## src/common/bdtc_pkg.sv

```systemverilog
// Constants and types for the bulk DMA channel with transaction time-out.
package bdtc_pkg;
  localparam int ADDR_W = 2;
  localparam logic [1:0] OFS_CTRL_STATUS = 2'h0;
  localparam logic [1:0] OFS_DEFINITION = 2'h1;
  localparam logic [1:0] OFS_COMPLETION = 2'h2;
  localparam int CS_TIMEOUT_FLAG = 1;
  localparam int CS_TOUT_LO = 2;
  localparam int CS_TOUT_HI = 6;
  localparam int CS_TEN = 7;
  localparam int CD_EDB_HI = 2;
  localparam int CD_XYO = 3;
  localparam int CD_XYI = 4;
  localparam int CD_CNT_EN = 5;
  localparam int CD_INE = 6;
  localparam int CD_EN = 7;
  localparam int CP_OVR = 0;
  localparam int CP_PARTIAL_PACKET_FLAG = 1;
  localparam logic [4:0] TOUT_RESET = 5'h00;
  localparam logic [2:0] EDB_RESET = 3'h0;
  localparam logic [7:0] READ_ZERO = 8'h00;
  localparam logic [6:0] BLOCK_BYTES = 7'h40;
  localparam logic [5:0] BLOCK_LAST = 6'h3F;
  localparam logic [4:0] TMR_ONE = 5'h01;
  typedef enum logic [4:0] {
    ST_IDLE = 5'b00001,
    ST_IN_FILL = 5'b00010,
    ST_OUT_WAIT = 5'b00100,
    ST_OUT_FETCH = 5'b01000,
    ST_OUT_SEND = 5'b10000
  } bdtc_state_type;
endpackage

```

## src/design/bdtc_channel.sv

```systemverilog
// Bulk DMA channel: X/Y buffer alternation, transaction time-out and completion codes.
//
// Strobed register access and the placing of the registers are this design's own decisions.
`timescale 1ns/1ps
`default_nettype none
module bdtc_channel (
  input wire logic clk,
  input wire logic srst,
  input wire logic [bdtc_pkg::ADDR_W-1:0] reg_addr,
  input wire logic [7:0] reg_wdata,
  input wire logic reg_wr,
  input wire logic reg_rd,
  output logic [7:0] reg_rdata_q,
  input wire logic dir_in,
  input wire logic sof_pulse,
  input wire logic rx_valid,
  input wire logic [7:0] rx_data,
  input wire logic rx_error,
  output logic rx_ready_q,
  output logic tx_valid_q,
  output logic [7:0] tx_data_q,
  input wire logic tx_ready,
  input wire logic x_nak,
  input wire logic y_nak,
  input wire logic [6:0] x_count,
  input wire logic [6:0] y_count,
  output logic buf_wr_en_q,
  output logic buf_rd_en_q,
  output logic buf_sel_q,
  output logic [5:0] buf_addr_q,
  output logic [7:0] buf_wr_data_q,
  input wire logic [7:0] buf_rd_data,
  output logic desc_upd_q,
  output logic desc_sel_q,
  output logic [6:0] desc_count_q,
  output logic desc_nak_q,
  output logic [2:0] edb_ptr_q,
  output logic irq_q
);
  import bdtc_pkg::*;

  bdtc_state_type st_q;
  bdtc_state_type st_d;
  logic ten_q;
  logic [4:0] tout_q;
  logic timeout_flag_q;
  logic en_q;
  logic ine_q;
  logic cnt_en_q;
  logic xyi_q;
  logic xyo_q;
  logic ovr_q;
  logic partial_packet_flag_q;
  logic halt_q;
  logic armed_q;
  logic [4:0] tmr_q;
  logic [6:0] byte_cnt_q;
  logic [6:0] out_len_q;
  logic [5:0] out_idx_q;

  wire wr_cs = reg_wr && (reg_addr == OFS_CTRL_STATUS);
  wire wr_cd = reg_wr && (reg_addr == OFS_DEFINITION);
  wire wr_cp = reg_wr && (reg_addr == OFS_COMPLETION);
  wire start = wr_cd && reg_wdata[CD_EN] && !en_q;
  wire in_fill = (st_q == ST_IN_FILL);
  wire out_wait = (st_q == ST_OUT_WAIT);
  wire out_send = (st_q == ST_OUT_SEND);
  wire in_free = xyi_q ? y_nak : x_nak;
  wire in_both_full = !x_nak && !y_nak;
  wire out_ready = xyo_q ? y_nak : x_nak;
  wire out_both_full = x_nak && y_nak;
  wire [6:0] out_avail = xyo_q ? y_count : x_count;
  wire in_take = in_fill && rx_valid && rx_ready_q;
  wire in_block_done = in_take && (byte_cnt_q[5:0] == BLOCK_LAST);
  wire out_take = out_send && tx_valid_q && tx_ready;
  wire [6:0] out_next = {1'b0, out_idx_q} + 7'h01;
  wire out_last = out_take && (out_next == out_len_q);
  wire out_empty = out_wait && out_ready && (out_avail == 7'h00);
  wire out_partial_done = (out_last && (out_len_q < BLOCK_BYTES)) || out_empty;
  wire in_run = dir_in && in_fill && armed_q;
  wire out_run = !dir_in && (st_q != ST_IDLE) && out_both_full;
  wire tmr_tick = sof_pulse && en_q && ten_q && (in_run || out_run);
  wire expire = tmr_tick && (tmr_q <= TMR_ONE);
  wire in_tmo = expire && dir_in;
  wire out_tmo = expire && !dir_in;
  wire rx_err_stop = rx_error && in_fill && en_q;
  wire hw_stop = in_tmo || out_tmo || out_partial_done;
  wire en_d = wr_cd ? reg_wdata[CD_EN] : (en_q && !hw_stop);
  wire in_partial_upd = in_tmo && !in_both_full && (byte_cnt_q != 7'h00);
  wire timeout_flag_set = in_tmo || out_tmo || rx_err_stop;
  wire ovr_set = in_tmo && in_both_full;
  wire ovr_clr = (in_tmo && !in_both_full) || out_tmo || rx_err_stop || start;
  wire byte_moved = in_take || out_take;
  wire [7:0] rd_cs = {ten_q, tout_q, timeout_flag_q, 1'b0};
  wire [7:0] rd_cd = {en_q, ine_q, cnt_en_q, xyi_q, xyo_q, edb_ptr_q};
  wire [7:0] rd_cp = {6'h00, partial_packet_flag_q, ovr_q};
  wire [7:0] rd_mux = (reg_addr == OFS_CTRL_STATUS) ? rd_cs :
                      (reg_addr == OFS_DEFINITION) ? rd_cd :
                      (reg_addr == OFS_COMPLETION) ? rd_cp : READ_ZERO;
  wire rx_ready_d = (st_d == ST_IN_FILL) && !in_block_done && in_free && en_d;

  always_comb begin
    st_d = st_q;
    case (st_q)
      ST_IDLE: begin
        if (en_q && !halt_q) begin
          st_d = dir_in ? ST_IN_FILL : ST_OUT_WAIT;
        end
      end
      ST_IN_FILL: begin
        st_d = ST_IN_FILL;
      end
      ST_OUT_WAIT: begin
        if (out_ready && !out_empty) begin
          st_d = ST_OUT_FETCH;
        end
      end
      ST_OUT_FETCH: begin
        st_d = ST_OUT_SEND;
      end
      ST_OUT_SEND: begin
        if (out_last) begin
          st_d = ST_OUT_WAIT;
        end else if (out_take) begin
          st_d = ST_OUT_FETCH;
        end
      end
      default: begin
        st_d = ST_IDLE;
      end
    endcase
    if (!en_q || hw_stop || rx_err_stop || (wr_cd && !reg_wdata[CD_EN])) begin
      st_d = ST_IDLE;
    end
  end

  always_ff @(posedge clk) begin
    if (srst) begin
      st_q <= ST_IDLE;
      rx_ready_q <= 1'b0;
      reg_rdata_q <= READ_ZERO;
      irq_q <= 1'b0;
    end else begin
      st_q <= st_d;
      rx_ready_q <= rx_ready_d;
      reg_rdata_q <= reg_rd ? rd_mux : READ_ZERO;
      irq_q <= en_q && !en_d && ine_q;
    end
  end

  always_ff @(posedge clk) begin
    if (srst) begin
      ten_q <= 1'b0;
      tout_q <= TOUT_RESET;
      ine_q <= 1'b0;
      cnt_en_q <= 1'b0;
      edb_ptr_q <= EDB_RESET;
      en_q <= 1'b0;
    end else begin
      if (wr_cs) begin
        ten_q <= reg_wdata[CS_TEN];
        tout_q <= reg_wdata[CS_TOUT_HI:CS_TOUT_LO];
      end
      if (wr_cd) begin
        ine_q <= reg_wdata[CD_INE];
        cnt_en_q <= reg_wdata[CD_CNT_EN];
        edb_ptr_q <= reg_wdata[CD_EDB_HI:0];
      end
      en_q <= en_d;
    end
  end

  always_ff @(posedge clk) begin
    if (srst) begin
      timeout_flag_q <= 1'b0;
      ovr_q <= 1'b0;
      partial_packet_flag_q <= 1'b0;
      halt_q <= 1'b0;
    end else begin
      if (timeout_flag_set) begin
        timeout_flag_q <= 1'b1;
      end else if (out_partial_done) begin
        timeout_flag_q <= 1'b0;
      end else if (wr_cs && reg_wdata[CS_TIMEOUT_FLAG]) begin
        timeout_flag_q <= 1'b0;
      end
      if (ovr_set) begin
        ovr_q <= 1'b1;
      end else if (ovr_clr || (wr_cp && reg_wdata[CP_OVR])) begin
        ovr_q <= 1'b0;
      end
      if (out_partial_done) begin
        partial_packet_flag_q <= 1'b1;
      end else if (start || (wr_cp && reg_wdata[CP_PARTIAL_PACKET_FLAG])) begin
        partial_packet_flag_q <= 1'b0;
      end
      if (rx_err_stop) begin
        halt_q <= 1'b1;
      end else if (start || (wr_cd && !reg_wdata[CD_EN])) begin
        halt_q <= 1'b0;
      end
    end
  end

  always_ff @(posedge clk) begin
    if (srst) begin
      tmr_q <= TOUT_RESET;
      armed_q <= 1'b0;
    end else begin
      if (start || byte_moved) begin
        tmr_q <= tout_q;
      end else if (tmr_tick && !expire) begin
        tmr_q <= tmr_q - TMR_ONE;
      end
      if (start) begin
        armed_q <= 1'b0;
      end else if (in_take) begin
        armed_q <= 1'b1;
      end
    end
  end

  always_ff @(posedge clk) begin
    if (srst) begin
      xyi_q <= 1'b0;
      xyo_q <= 1'b0;
      byte_cnt_q <= 7'h00;
      out_len_q <= 7'h00;
      out_idx_q <= 6'h00;
    end else begin
      if (wr_cd) begin
        xyi_q <= reg_wdata[CD_XYI];
        xyo_q <= reg_wdata[CD_XYO];
      end else begin
        if (in_block_done) begin
          xyi_q <= !xyi_q;
        end
        if (out_last || out_empty) begin
          xyo_q <= !xyo_q;
        end
      end
      if (start || in_block_done || in_tmo) begin
        byte_cnt_q <= 7'h00;
      end else if (in_take) begin
        byte_cnt_q <= byte_cnt_q + 7'h01;
      end
      if (out_wait && out_ready) begin
        out_len_q <= out_avail;
        out_idx_q <= 6'h00;
      end else if (out_take && !out_last) begin
        out_idx_q <= out_next[5:0];
      end
    end
  end

  always_ff @(posedge clk) begin
    if (srst) begin
      buf_wr_en_q <= 1'b0;
      buf_rd_en_q <= 1'b0;
      buf_sel_q <= 1'b0;
      buf_addr_q <= 6'h00;
      buf_wr_data_q <= 8'h00;
    end else begin
      buf_wr_en_q <= in_take;
      buf_rd_en_q <= (st_d == ST_OUT_FETCH);
      if (in_take) begin
        buf_sel_q <= xyi_q;
        buf_addr_q <= byte_cnt_q[5:0];
        buf_wr_data_q <= rx_data;
      end else if (st_d == ST_OUT_FETCH) begin
        buf_sel_q <= xyo_q;
        buf_addr_q <= out_wait ? 6'h00 : out_next[5:0];
      end
    end
  end

  always_ff @(posedge clk) begin
    if (srst) begin
      tx_valid_q <= 1'b0;
      tx_data_q <= 8'h00;
    end else begin
      if (st_d != ST_OUT_SEND) begin
        tx_valid_q <= 1'b0;
      end else if (out_send && !tx_valid_q) begin
        tx_valid_q <= 1'b1;
        tx_data_q <= buf_rd_data;
      end else if (out_take) begin
        tx_valid_q <= 1'b0;
      end
    end
  end

  always_ff @(posedge clk) begin
    if (srst) begin
      desc_upd_q <= 1'b0;
      desc_sel_q <= 1'b0;
      desc_count_q <= 7'h00;
      desc_nak_q <= 1'b0;
    end else begin
      desc_upd_q <= in_block_done || in_partial_upd || out_last || out_empty;
      desc_nak_q <= 1'b0;
      if (in_block_done) begin
        desc_sel_q <= xyi_q;
        desc_count_q <= BLOCK_BYTES;
      end else if (in_partial_upd) begin
        desc_sel_q <= xyi_q;
        desc_count_q <= byte_cnt_q;
      end else if (out_last || out_empty) begin
        desc_sel_q <= xyo_q;
        desc_count_q <= out_len_q & {7{!out_empty}};
      end
    end
  end
endmodule
`default_nettype wire

```

## config.mk

```make
export PLATFORM = sky130hd
export DESIGN_NAME = bdtc_channel
export DESIGN_NICKNAME = d
export VERILOG_FILES = /design/src/common/bdtc_pkg.sv /design/src/design/bdtc_channel.sv
export SDC_FILE = /design/constraint.sdc
export NUM_CORES = 1
export LEC_CHECK = 0
export BUFFER_PORTS_ARGS = -buffer_cell sky130_fd_sc_hd__buf_2
export CORE_MARGIN = 2
export CORE_UTILIZATION = 45
export DETAILED_ROUTE_END_ITERATION = 8
export PLACE_DENSITY = 0.68
export SLEW_MARGIN = 20
export SYNTH_ARGS = -nofsm -noshare
export SYNTH_HDL_FRONTEND = slang
export SYNTH_SLANG_ARGS = --single-unit
```

## constraint.sdc

```tcl
create_clock -name clk -period 4.4 [get_ports clk]
set_clock_uncertainty 0.05 [all_clocks]
set_input_delay 0.44 -clock clk [delete_from_list [all_inputs] [get_ports clk]]
set_output_delay 0.44 -clock clk [all_outputs]
set_load 0.01 [all_outputs]
```

# Yosys cells after proc, flatten, opt, wreduce, memory -nomap -nowiden
# Index checks and enable logic that the tools add are counted.
# classes
n_addsub	3
reduce_logical	106
bitwise	3
magnitude_cmp	2
n_eq_ne	13
muxes	42
# op_table
op	n
logical AND 1 bit	46
two-way mux 5 bit	7
two-way mux 7 bit	4
one-hot mux 5 bit (5 select lines)	1
two-way mux 1 bit	23
logical OR 1 bit	22
two-way mux 6 bit	3
nonzero test 2 bit	9
logical NOT 1 bit	16
two-way mux 8 bit	2
OR reduction 2 bit	6
equality test 5 x 2 -> 1 bit, second input constant	2
equality test 5 x 4 -> 1 bit, second input constant	2
adder 6 x 1 -> 7 bit, second input constant	1
adder 7 x 1 -> 7 bit, second input constant	1
AND 7 bit	1
equality test 7 bit	1
logical NOT 7 bit	1
less-than comparator 7 bit, second input constant	1
nonzero test 7 bit	1
equality test 6 bit, second input constant	1
nonzero test 3 bit	2
equality test 5 x 1 -> 1 bit, second input constant	1
equality test 5 x 3 -> 1 bit, second input constant	1
13 further kinds	14
# totals
reg_bits	94
in_bits	51

# Logic depth before layout (Yosys ltp)
# Gate-level depths: netlist (run 1).
# logic_depth
depth_word	17
mapped_depth	9

# Worst setup path before layout (run 1)
# No wires, ideal clock.
# synth_path
path_kind	register -> register
startpoint	register st_q[2]
endpoint	register buf_sel_q
path_buffers	3
path_stages_with_launch	10
synth_period_minus_slack_ns	2.594
slack_ns	1.806
t_arrival_ns	2.453
required_ns	4.259
path_cell_list	dfxtp_1 buf_6 or4b_1 buf_2 nor2_2 o32ai_1 or3_1 buf_6 or4_1 a311oi_1
# synth_between
elab_chain_cells	15
word_cells_on_any_way	42
cone_classes	eq/ne (7); mux (7); reduce/logical (28)
# synth_lines
item	line	source
from (decl)	bdtc_channel.sv:42	bdtc_state_type st_q;
from (signal assigned)	bdtc_channel.sv:144	st_q <= st_d;
equality test 5 x 2 -> 1 bit / inequality test 5 x 1 -> 1 bit (equally long branches)	bdtc_channel.sv:65, bdtc_channel.sv:104, bdtc_channel.sv:81	
logical AND 1 bit (on tied branches) (2 in a row)	bdtc_channel.sv:80, bdtc_channel.sv:81	
logical OR 1 bit	bdtc_channel.sv:82	wire tmr_tick = sof_pulse && en_q && ten_q && (in_run || out_run);
logical AND 1 bit	bdtc_channel.sv:82	
logical AND 1 bit	bdtc_channel.sv:83	wire expire = tmr_tick && (tmr_q <= TMR_ONE);
logical AND 1 bit (on tied branches)	bdtc_channel.sv:84, bdtc_channel.sv:85	
logical OR 1 bit (2 in a row)	bdtc_channel.sv:87	wire hw_stop = in_tmo || out_tmo || out_partial_done;
logical OR 1 bit (3 in a row)	bdtc_channel.sv:132	if (!en_q || hw_stop || rx_err_stop || (wr_cd && !reg_wdata[CD_EN])) begin
two-way mux 5 bit	bdtc_channel.sv:132	
equality test 5 x 4 -> 1 bit	bdtc_channel.sv:270	end else if (st_d == ST_OUT_FETCH) begin
nonzero test 2 bit (no line)	n/a	
to (signal assigned)	bdtc_channel.sv:267	buf_sel_q <= xyi_q;
to (signal assigned)	bdtc_channel.sv:271	buf_sel_q <= xyo_q;
to (decl)	bdtc_channel.sv:29	output logic buf_sel_q,
# Parallel ways exist; a longest one is shown, timed or not.
# A chain may end at the register's enable or synchronous reset.

# Final worst setup path (run 1)
# layout_path
startpoint	register st_q[1]
endpoint	register buf_addr_q[0]
# layout_between
elab_chain_cells	15
word_cells_on_any_way	44
cone_classes	eq/ne (7); mux (9); reduce/logical (28)
# layout_lines
item	line	source
equality test 5 x 2 -> 1 bit / inequality test 5 x 1 -> 1 bit (equally long branches)	bdtc_channel.sv:65, bdtc_channel.sv:104, bdtc_channel.sv:81	
logical AND 1 bit (on tied branches) (2 in a row)	bdtc_channel.sv:80, bdtc_channel.sv:81	
logical OR 1 bit	bdtc_channel.sv:82	
logical AND 1 bit	bdtc_channel.sv:82	
logical AND 1 bit	bdtc_channel.sv:83	
logical AND 1 bit (on tied branches)	bdtc_channel.sv:84, bdtc_channel.sv:85	
logical OR 1 bit (2 in a row)	bdtc_channel.sv:87	
logical OR 1 bit (3 in a row)	bdtc_channel.sv:132	
two-way mux 5 bit	bdtc_channel.sv:132	
equality test 5 x 4 -> 1 bit	bdtc_channel.sv:270	
nonzero test 2 bit (no line)	n/a	
to (signal assigned)	bdtc_channel.sv:268	buf_addr_q <= byte_cnt_q[5:0];
to (signal assigned)	bdtc_channel.sv:272	buf_addr_q <= out_wait ? 6'h00 : out_next[5:0];
to (decl)	bdtc_channel.sv:30	output logic [5:0] buf_addr_q,
# Parallel ways exist; a longest one is shown, timed or not. The select of a mux whose other input is x is not followed.

==> results.md, run 1 <==
* Top cells by area, synth: dfxtp_1 41%, mux2i_1 8.6%, nor2_1 5.8%
* Worst VDD drop at roughly 130 uV
* Post-synthesis cell area at 4540 sq um
* H-tree depth at 3
* Drt drc at 0
* Post-Syn Instances at 530
* Sequential area share after synthesis at between 40% and 50%
* Worst r2r src: st_q[1]
* Design area at roughly 5300 sq um
* Largest net degree at the start of global routing at 39
* Share of layout cells above drive strength 1 at 21.1%
* Static leakage at 0.00220 uW
* Fin. Hold Viols at 0
* Slowest cell on crit path: a21oi_1
* DP Area at 5100 sq um
* Initial antenna violation count at 0
* Site Rows at 36
* Worst R2R Path Depth at 6
* Unrepaired setup endpoints after global routing: false
* Iteration-0 DRC Markers at 295
* Worst hold path class: in -> reg
* Outcome: finished clean
* Global-route wire length before repair at 19500 um
* CTS tree: built
* Post-Route WL at about 12000 um
* Fmax at slightly above 300 MHz
* Reg area at 1880 sq um
* Die height at 104 um
* Die Wd at 104 um
* # resized after CTS at 0
* Vias at 4153
* Area of the multi-input gates at 2480 sq um
* Final HPWL DP at 8990 um
* Syn Area/Cell at 8.56 sq um
* Final setup vio count at 0
* Crit-path max FO at 17
* Area growth syn-to-layout at 17.2%
* Synth Register Bits at 94
* IO Pins at 100
* Clk pin slew, worst setup/hold paths at 0.10 ns
* Number of library cell types mapped by synthesis at 56
* CP Launch Type: flop
* Nets at 668
* Vias in the first global route at 3905
* Setup repair bufs after CTS at 0
* Crit end category: flop
* Worst Min Path Start: rx_data[7]
* Filler cells at 919
* Depth of the worst hold-timing path at 3
* Power per cell area at between 200 and 300 nW/um^2
* CTS root buf: clkbuf_8
* Cell taking the most area after synthesis: dfxtp_1
* Pins over their slew limit at 0
* Buffers on Ports at slightly below 100
* Clk sink count at 94
* Ant. Diodes at 0
* Synth cell count leaders: 94 x dfxtp_1, 70 x nor2_1, 52 x nand2_1
* Reg2reg end: buf_addr_q[0]
* Mapped Nets at 586
* Final min period at 3.21 ns
* Slew headroom at 35.5%
* Grt total ovfl at 0
* Worst Hold Endpoint: buf_wr_data_q[7]
* CORE AREA at just under 10000 sq um
* CP max stage delay at just over 0.7 ns
* Max-Cap Viols at 0
* Async set or reset register ratio after synthesis at 0%
* Ys Warns at 0
* Crit path kind: reg -> reg
* Total Neg Setup Slack at 0 ns
* Worst slew pin tran at approximately 0.96 ns
* Initial Util at 46.4%
* Vias/cell at 5.54
* Period utilization at 72.9%
* Most numerous cell in the Yosys netlist: dfxtp_1
* 1st-pass router iterations at 4
* Total global-route track usage at 22.0%
* WP data arrival at 3.42 ns
* DR WL/cell at 15.8 um
* Post-synth EDFFs at 0
* Routability Congestion at 0.851
* Top FF cell, synth: dfxtp_1
* Hold buffer count at CTS at 0
* Final antenna-violating net count at 0
* Later-pin clock latency in the skew report at between 0.3 and 0.4 ns
* Clock tree buffer depth at 2
* Critical path cell sequence: nor4_1 -> nand3_1 -> a21oi_1 -> or3_1 -> o31ai_1 -> a221oi_1
* Overall power at approximately 1600 uW
* FF-to-FF setup slack at 1.19 ns
* CTS Buf Count at 9
* Post-synth top area share at 41.5%
* Die area at 10900 sq um
* Critical Path RT at roughly 4.6 ns
registers in the layout, indices dropped and copies added, names as in the netlist, 3 cells and up:
signal and flops:
st_q 5, byte_cnt_q 7, tx_data_q 8, edb_ptr_q 3, tmr_q 5, out_len_q 7, reg_rdata_q 8, buf_addr_q 6
desc_count_q 7, tout_q 5, buf_wr_data_q 8, out_idx_q 6
through the flow:
stage | cells | worst slack, ns | hold WS, ns | utilization, %
2_1_floorplan | 530 | 1.81 | 0.372 | -
3_3_place_gp | 734 | 1.36 | 0.393 | 52.2
3_5_place_dp | 734 | 1.25 | 0.394 | 52.2
4_1_cts | 750 | 1.28 | 0.239 | 54.3
5_1_grt | 750 | 0.875 | 0.247 | 54.4
6_report | 750 | 1.19 | 0.255 | 54.4
cells by family after synthesis:
logic type | after synthesis | synth area share (%)
AOI/OAI and AO/OA | 98 | 13.9
xor gates and xnor gates | 26 | 5.65
adders and majority gates | 5 | 1.38
buffers and inverters | 43 | 4.05
DFF | 94 | 41.5
muxes | 41 | 9.10
other | 1 | 0.0826
and+or+nand+nor | 222 | 24.4
per-layer routing:
metal,track usage [%],part of all wire (%),vias up
li1,-,-,2043
met1,29.8,46,1966
met2,35.1,47,124
met3,3.63,5.9,20
met4,8.59,2.0,0
met5,0,0,-
cells in the final DEF, fill, tap and decap left out, types with 5 or more instances in the layout:
| cell | count |
|---|---|
| xor2_1 | 12 |
| a211oi_1 | 10 |
| nor3b_1 | 5 |
| and3_1 | 7 |
| nor4_1 | 11 |
| nor3_1 | 16 |
| clkbuf_8 | 10 |
| xnor2_1 | 12 |
| nand2_1 | 52 |
| and2_1 | 11 |
| nand4_1 | 7 |
| o21ai_0 | 8 |
| dfxtp_1 | 94 |
| nor2b_1 | 5 |
| o2bb2ai_1 | 6 |
| buf_2 | 98 |
| o211ai_1 | 5 |
| buf_4 | 7 |
| nor2_1 | 70 |
| o31ai_1 | 5 |
| a21oi_1 | 38 |
| ha_1 | 5 |
| nand2b_1 | 5 |
| a31oi_1 | 8 |
| mux2i_1 | 39 |
| inv_1 | 9 |
| nand3_1 | 5 |
power by group:
| group | total [uW] | switching (uW) | internal, uW |
|---|---|---|---|
| registers | 863 | 6.29 | 856 |
| clock network | 602 | 316 | 286 |
| logic | 91.7 | 52.5 | 39.2 |
| total | 1560 | 375 | 1180 |
area by class of cell:
| cell class | instances | area share [%] |
|---|---|---|
| clock buffer | 11 | 2.66 |
| tap | 133 | 3.13 |
| timing repair buffer | 105 | 10.2 |
| clock inverter | 5 | 1.25 |
| inverter | 9 | 0.635 |
| multi-input combinational | 393 | 46.7 |
| sequential | 94 | 35.4 |
worst max-delay path, delay by kind of cell (launching register included):
kind               cells  cell delay [ns]
DFF                    1             0.44
AOI/OAI and AO/OA      3             1.15
and+or+nand+nor        3             1.48
worst max path at each step:
| stage | from | to | slack, ns |
|---|---|---|---|
| after global routing | st_q[1] | buf_addr_q[0] | 0.87 |
| after floorplan | st_q[2] | buf_sel_q | 1.81 |
| after detailed placement | y_nak | buf_sel_q | 1.25 |
| after global placement | y_nak | buf_sel_q | 1.36 |
| after CTS | st_q[1] | buf_addr_q[0] | 1.28 |
| final | st_q[1] | buf_addr_q[0] | 1.19 |
Power figures use the tool's default switching activity.
==> run 2, diff against run 1 <==
PLACE_DENSITY = 0.71   (was 0.68)
clock period = 2.65 ns   (was 4.4 ns; I/O delays follow)
==> run 2 against run 1 <==
Sequential cell count stayed put. Register-to-register slack worse by 1.1 ns. Critical path depth stayed put. Combinational power is 74% higher. Global-route usage hardly changed. Total power is 76% higher. Design area is 4.2% higher. Core utilization is 2.3 points higher. Maximum frequency is 26% higher. Setup slack worse by 1.1 ns. Final cell count is 2.5% higher. Largest power group unchanged. Non-clock buffer count is 20 higher.
==> results.md, run 2 (synthesis results as in run 1) <==
* Outcome: finished clean (unchanged)
* DP Area at 5250 sq um (was 5100 sq um)
* Die Wd at 104 um (unchanged)
* Setup slack at placement at 0.132 ns (was 1.25 ns)
* Top Registers: buf_wr_data_q (8), reg_rdata_q (8), tx_data_q (8) (unchanged)
* Site Rows at 36 (unchanged)
* Reg area at 1880 sq um (about the same)
* Critical Path RT at 2.88 ns (was 4.62 ns)
* Crit path kind: reg -> reg (unchanged)
* DR WL/cell at 15.9 um (was 15.8 um)
* Max-Cap Viols at 0 (unchanged)
* Commonest non-fill, non-tap cell in the layout: buf_2 (unchanged)
* Ant. Diodes at 0 (unchanged)
* Fmax at 394 MHz (was 312 MHz)
* Bufs and invs on worst path at 0 (unchanged)
* Global-route wire length before repair at 19500 um (about the same)
* Depth of the worst hold-timing path at 3 (unchanged)
* Vias in the first global route at 3977 (was 3905)
* Routability Congestion at 0.874 (was 0.851)
* CTS tree: built (unchanged)
* Reg2reg end: buf_sel_q (was buf_addr_q[0])
* Worst r2r src: st_q[0] (was st_q[1])
* Hold buffer count at CTS at 0 (unchanged)
* Die height at 104 um (unchanged)
* Static leakage at 0.00232 uW (was 0.00220 uW)
* Worst slew pin tran at 0.968 ns (was 0.960 ns)
* Period utilization at 95.8% (was 72.9%)
* CP delay by family, top: simple AND/OR/NAND/NOR gates (unchanged)
* Slew headroom at 35.0% (was 35.5%)
* Power per cell area at 495 nW/um^2 (was 293 nW/um^2)
* Design area at 5540 sq um (was 5320 sq um)
* Filler cells at 904 (was 919)
* Share of layout cells above drive strength 1 at 24.8% (was 21.1%)
* Fin. Hold Viols at 0 (unchanged)
* Final setup margin at 0.112 ns (was 1.19 ns)
* Worst R2R Path Depth at 6 (unchanged)
* Buffers on Ports at 98 (unchanged)
* Slowest cell on crit path: or4_1 (was a21oi_1)
* 1st-pass router iterations at 5 (was 4)
* Pins over their slew limit at 0 (unchanged)
* Initial Util at 46.4% (unchanged)
* Total global-route track usage at 22.1% (was 22.0%)
* Worst hold path class: in -> reg (unchanged)
* Worst VDD drop at 296 uV (was 134 uV)
* Vias/cell at 5.52 (was 5.54)
* CTS root buf: clkbuf_8 (unchanged)
* Later-pin clock latency in the skew report at 0.37 ns (was 0.36 ns)
* Largest net degree at the start of global routing at 36 (was 39)
* Die area at 10900 sq um (unchanged)
* CORE AREA at 9770 sq um (unchanged)
* Area of the multi-input gates at 2520 sq um (was 2480 sq um)
* CTS Buf Count at 9 (unchanged)
* Final antenna-violating net count at 0 (unchanged)
* Critical path cell sequence: or4b_1 -> nor2_2 -> o32ai_2 -> or3_1 -> or4_1 -> a311oi_2 (was nor4_1 -> nand3_1 -> a21oi_1 -> or3_1 -> o31ai_1 -> a221oi_1)
* IO Pins at 100 (unchanged)
* H-tree depth at 3 (unchanged)
* Final min period at 2.54 ns (was 3.21 ns)
* Grt total ovfl at 0 (unchanged)
* Nets at 688 (was 668)
* Clk sink count at 94 (unchanged)
* Commonest non-fill, non-tap cells in the layout: 98 x buf_2, 93 x dfxtp_1, 70 x nor2_1 (was 98 x buf_2, 94 x dfxtp_1, 70 x nor2_1)
* Initial antenna violation count at 0 (unchanged)
* Clock tree buffer depth at 2 (unchanged)
* Final setup vio count at 0 (unchanged)
* WP data arrival at 2.77 ns (was 3.42 ns)
* FF-to-FF setup slack at 0.11 ns (was 1.19 ns)
* Vias at 4243 (was 4153)
* Final HPWL DP at 9280 um (was 8990 um)
* Area growth syn-to-layout at 22.1% (was 17.2%)
* CP Launch Type: flop (unchanged)
* Unrepaired setup endpoints after global routing: true (was false)
* Iteration-0 DRC Markers at 247 (was 295)
* Worst Min Path Start: buf_rd_data[6] (was rx_data[7])
* Crit end category: flop (unchanged)
* Final Util at 56.7% (was 54.4%)
* Crit-path max FO at 6 (was 17)
* Drt drc at 0 (unchanged)
* Worst Hold Endpoint: tx_data_q[6] (was buf_wr_data_q[7])
* Clk pin slew, worst setup/hold paths at 0.09 ns (was 0.10 ns)
* CP max stage delay at 0.53 ns (was 0.72 ns)
* Post-Route WL at 12200 um (was 11900 um)
run 2: changes by cell type in the layout (fill, tap and decap cells not counted), sizes merged:
cell    delta
clkbuf     -1
buf       +20
clkinv     -1
inv        -1
bufinv     +2
run 2: how the worst max path moves through the flow:
stage                      endpoint  depth (start not counted)  slack [ns]         start
after global placement    buf_sel_q                          7        0.19       st_q[0]
after CTS                 buf_sel_q                          7        0.08       st_q[0]
after floorplan           buf_sel_q                          9        0.06       st_q[2]
after detailed placement  buf_sel_q                          6        0.13       st_q[2]
final                     buf_sel_q                          6        0.11       st_q[0]
after global routing      buf_sel_q                          8       -0.01  out_idx_q[0]
run 2: area by class of cell:
type | count | share of cell area [%]
Clock buffer | 10 | 2.48
Tap cell | 133 | 3.00
Inverter | 9 | 0.609
Sequential cell | 94 | 34.0
Multi-Input combinational cell | 393 | 45.5
Timing Repair Buffer | 125 | 12.5
Clock inverter | 5 | 1.92
run 2: power by group:
| group | leakage (uW) | switching [uW] | internal, uW |
|---|---|---|---|
| Clock | 0.000119 | 501 | 650 |
| Combinational | 0.00144 | 90.4 | 69.6 |
| Sequential | 0.000759 | 10.4 | 1420 |
run 2: worst min-delay path, cell delays in order:
cell and delay, ns:
buf_2 0.07, mux2i_1 0.05, nor2_1 0.07
run 2: repair_timing:
action,in CTS,in global routing
endpoints found under the setup margin,0,10
gates resized for setup,0,9
buffers inserted,0,1
run 2: routing by layer:
metal  global-route usage (%)  up-vias  wire length [um]
li1                         -     2087                 -
met3                     2.94       14               691
met1                     28.9     2013              5430
met2                     37.1      129              5900
met4                     7.92        0               169
met5                        0        -                 0
run 2: through the flow:
stage / setup TNS, ns / cells / hold slack, ns / total power, uW
final: 0 / 769 / 0.0734 / 2740
after CTS: 0 / 768 / 0.0641 / 2760
after floorplan: 0 / 530 / 0.351 / 1550
after global routing: -0.0171 / 769 / 0.0820 / 2830
after detailed placement: 0 / 753 / 0.394 / 1620
after global placement: 0 / 753 / 0.390 / 1620
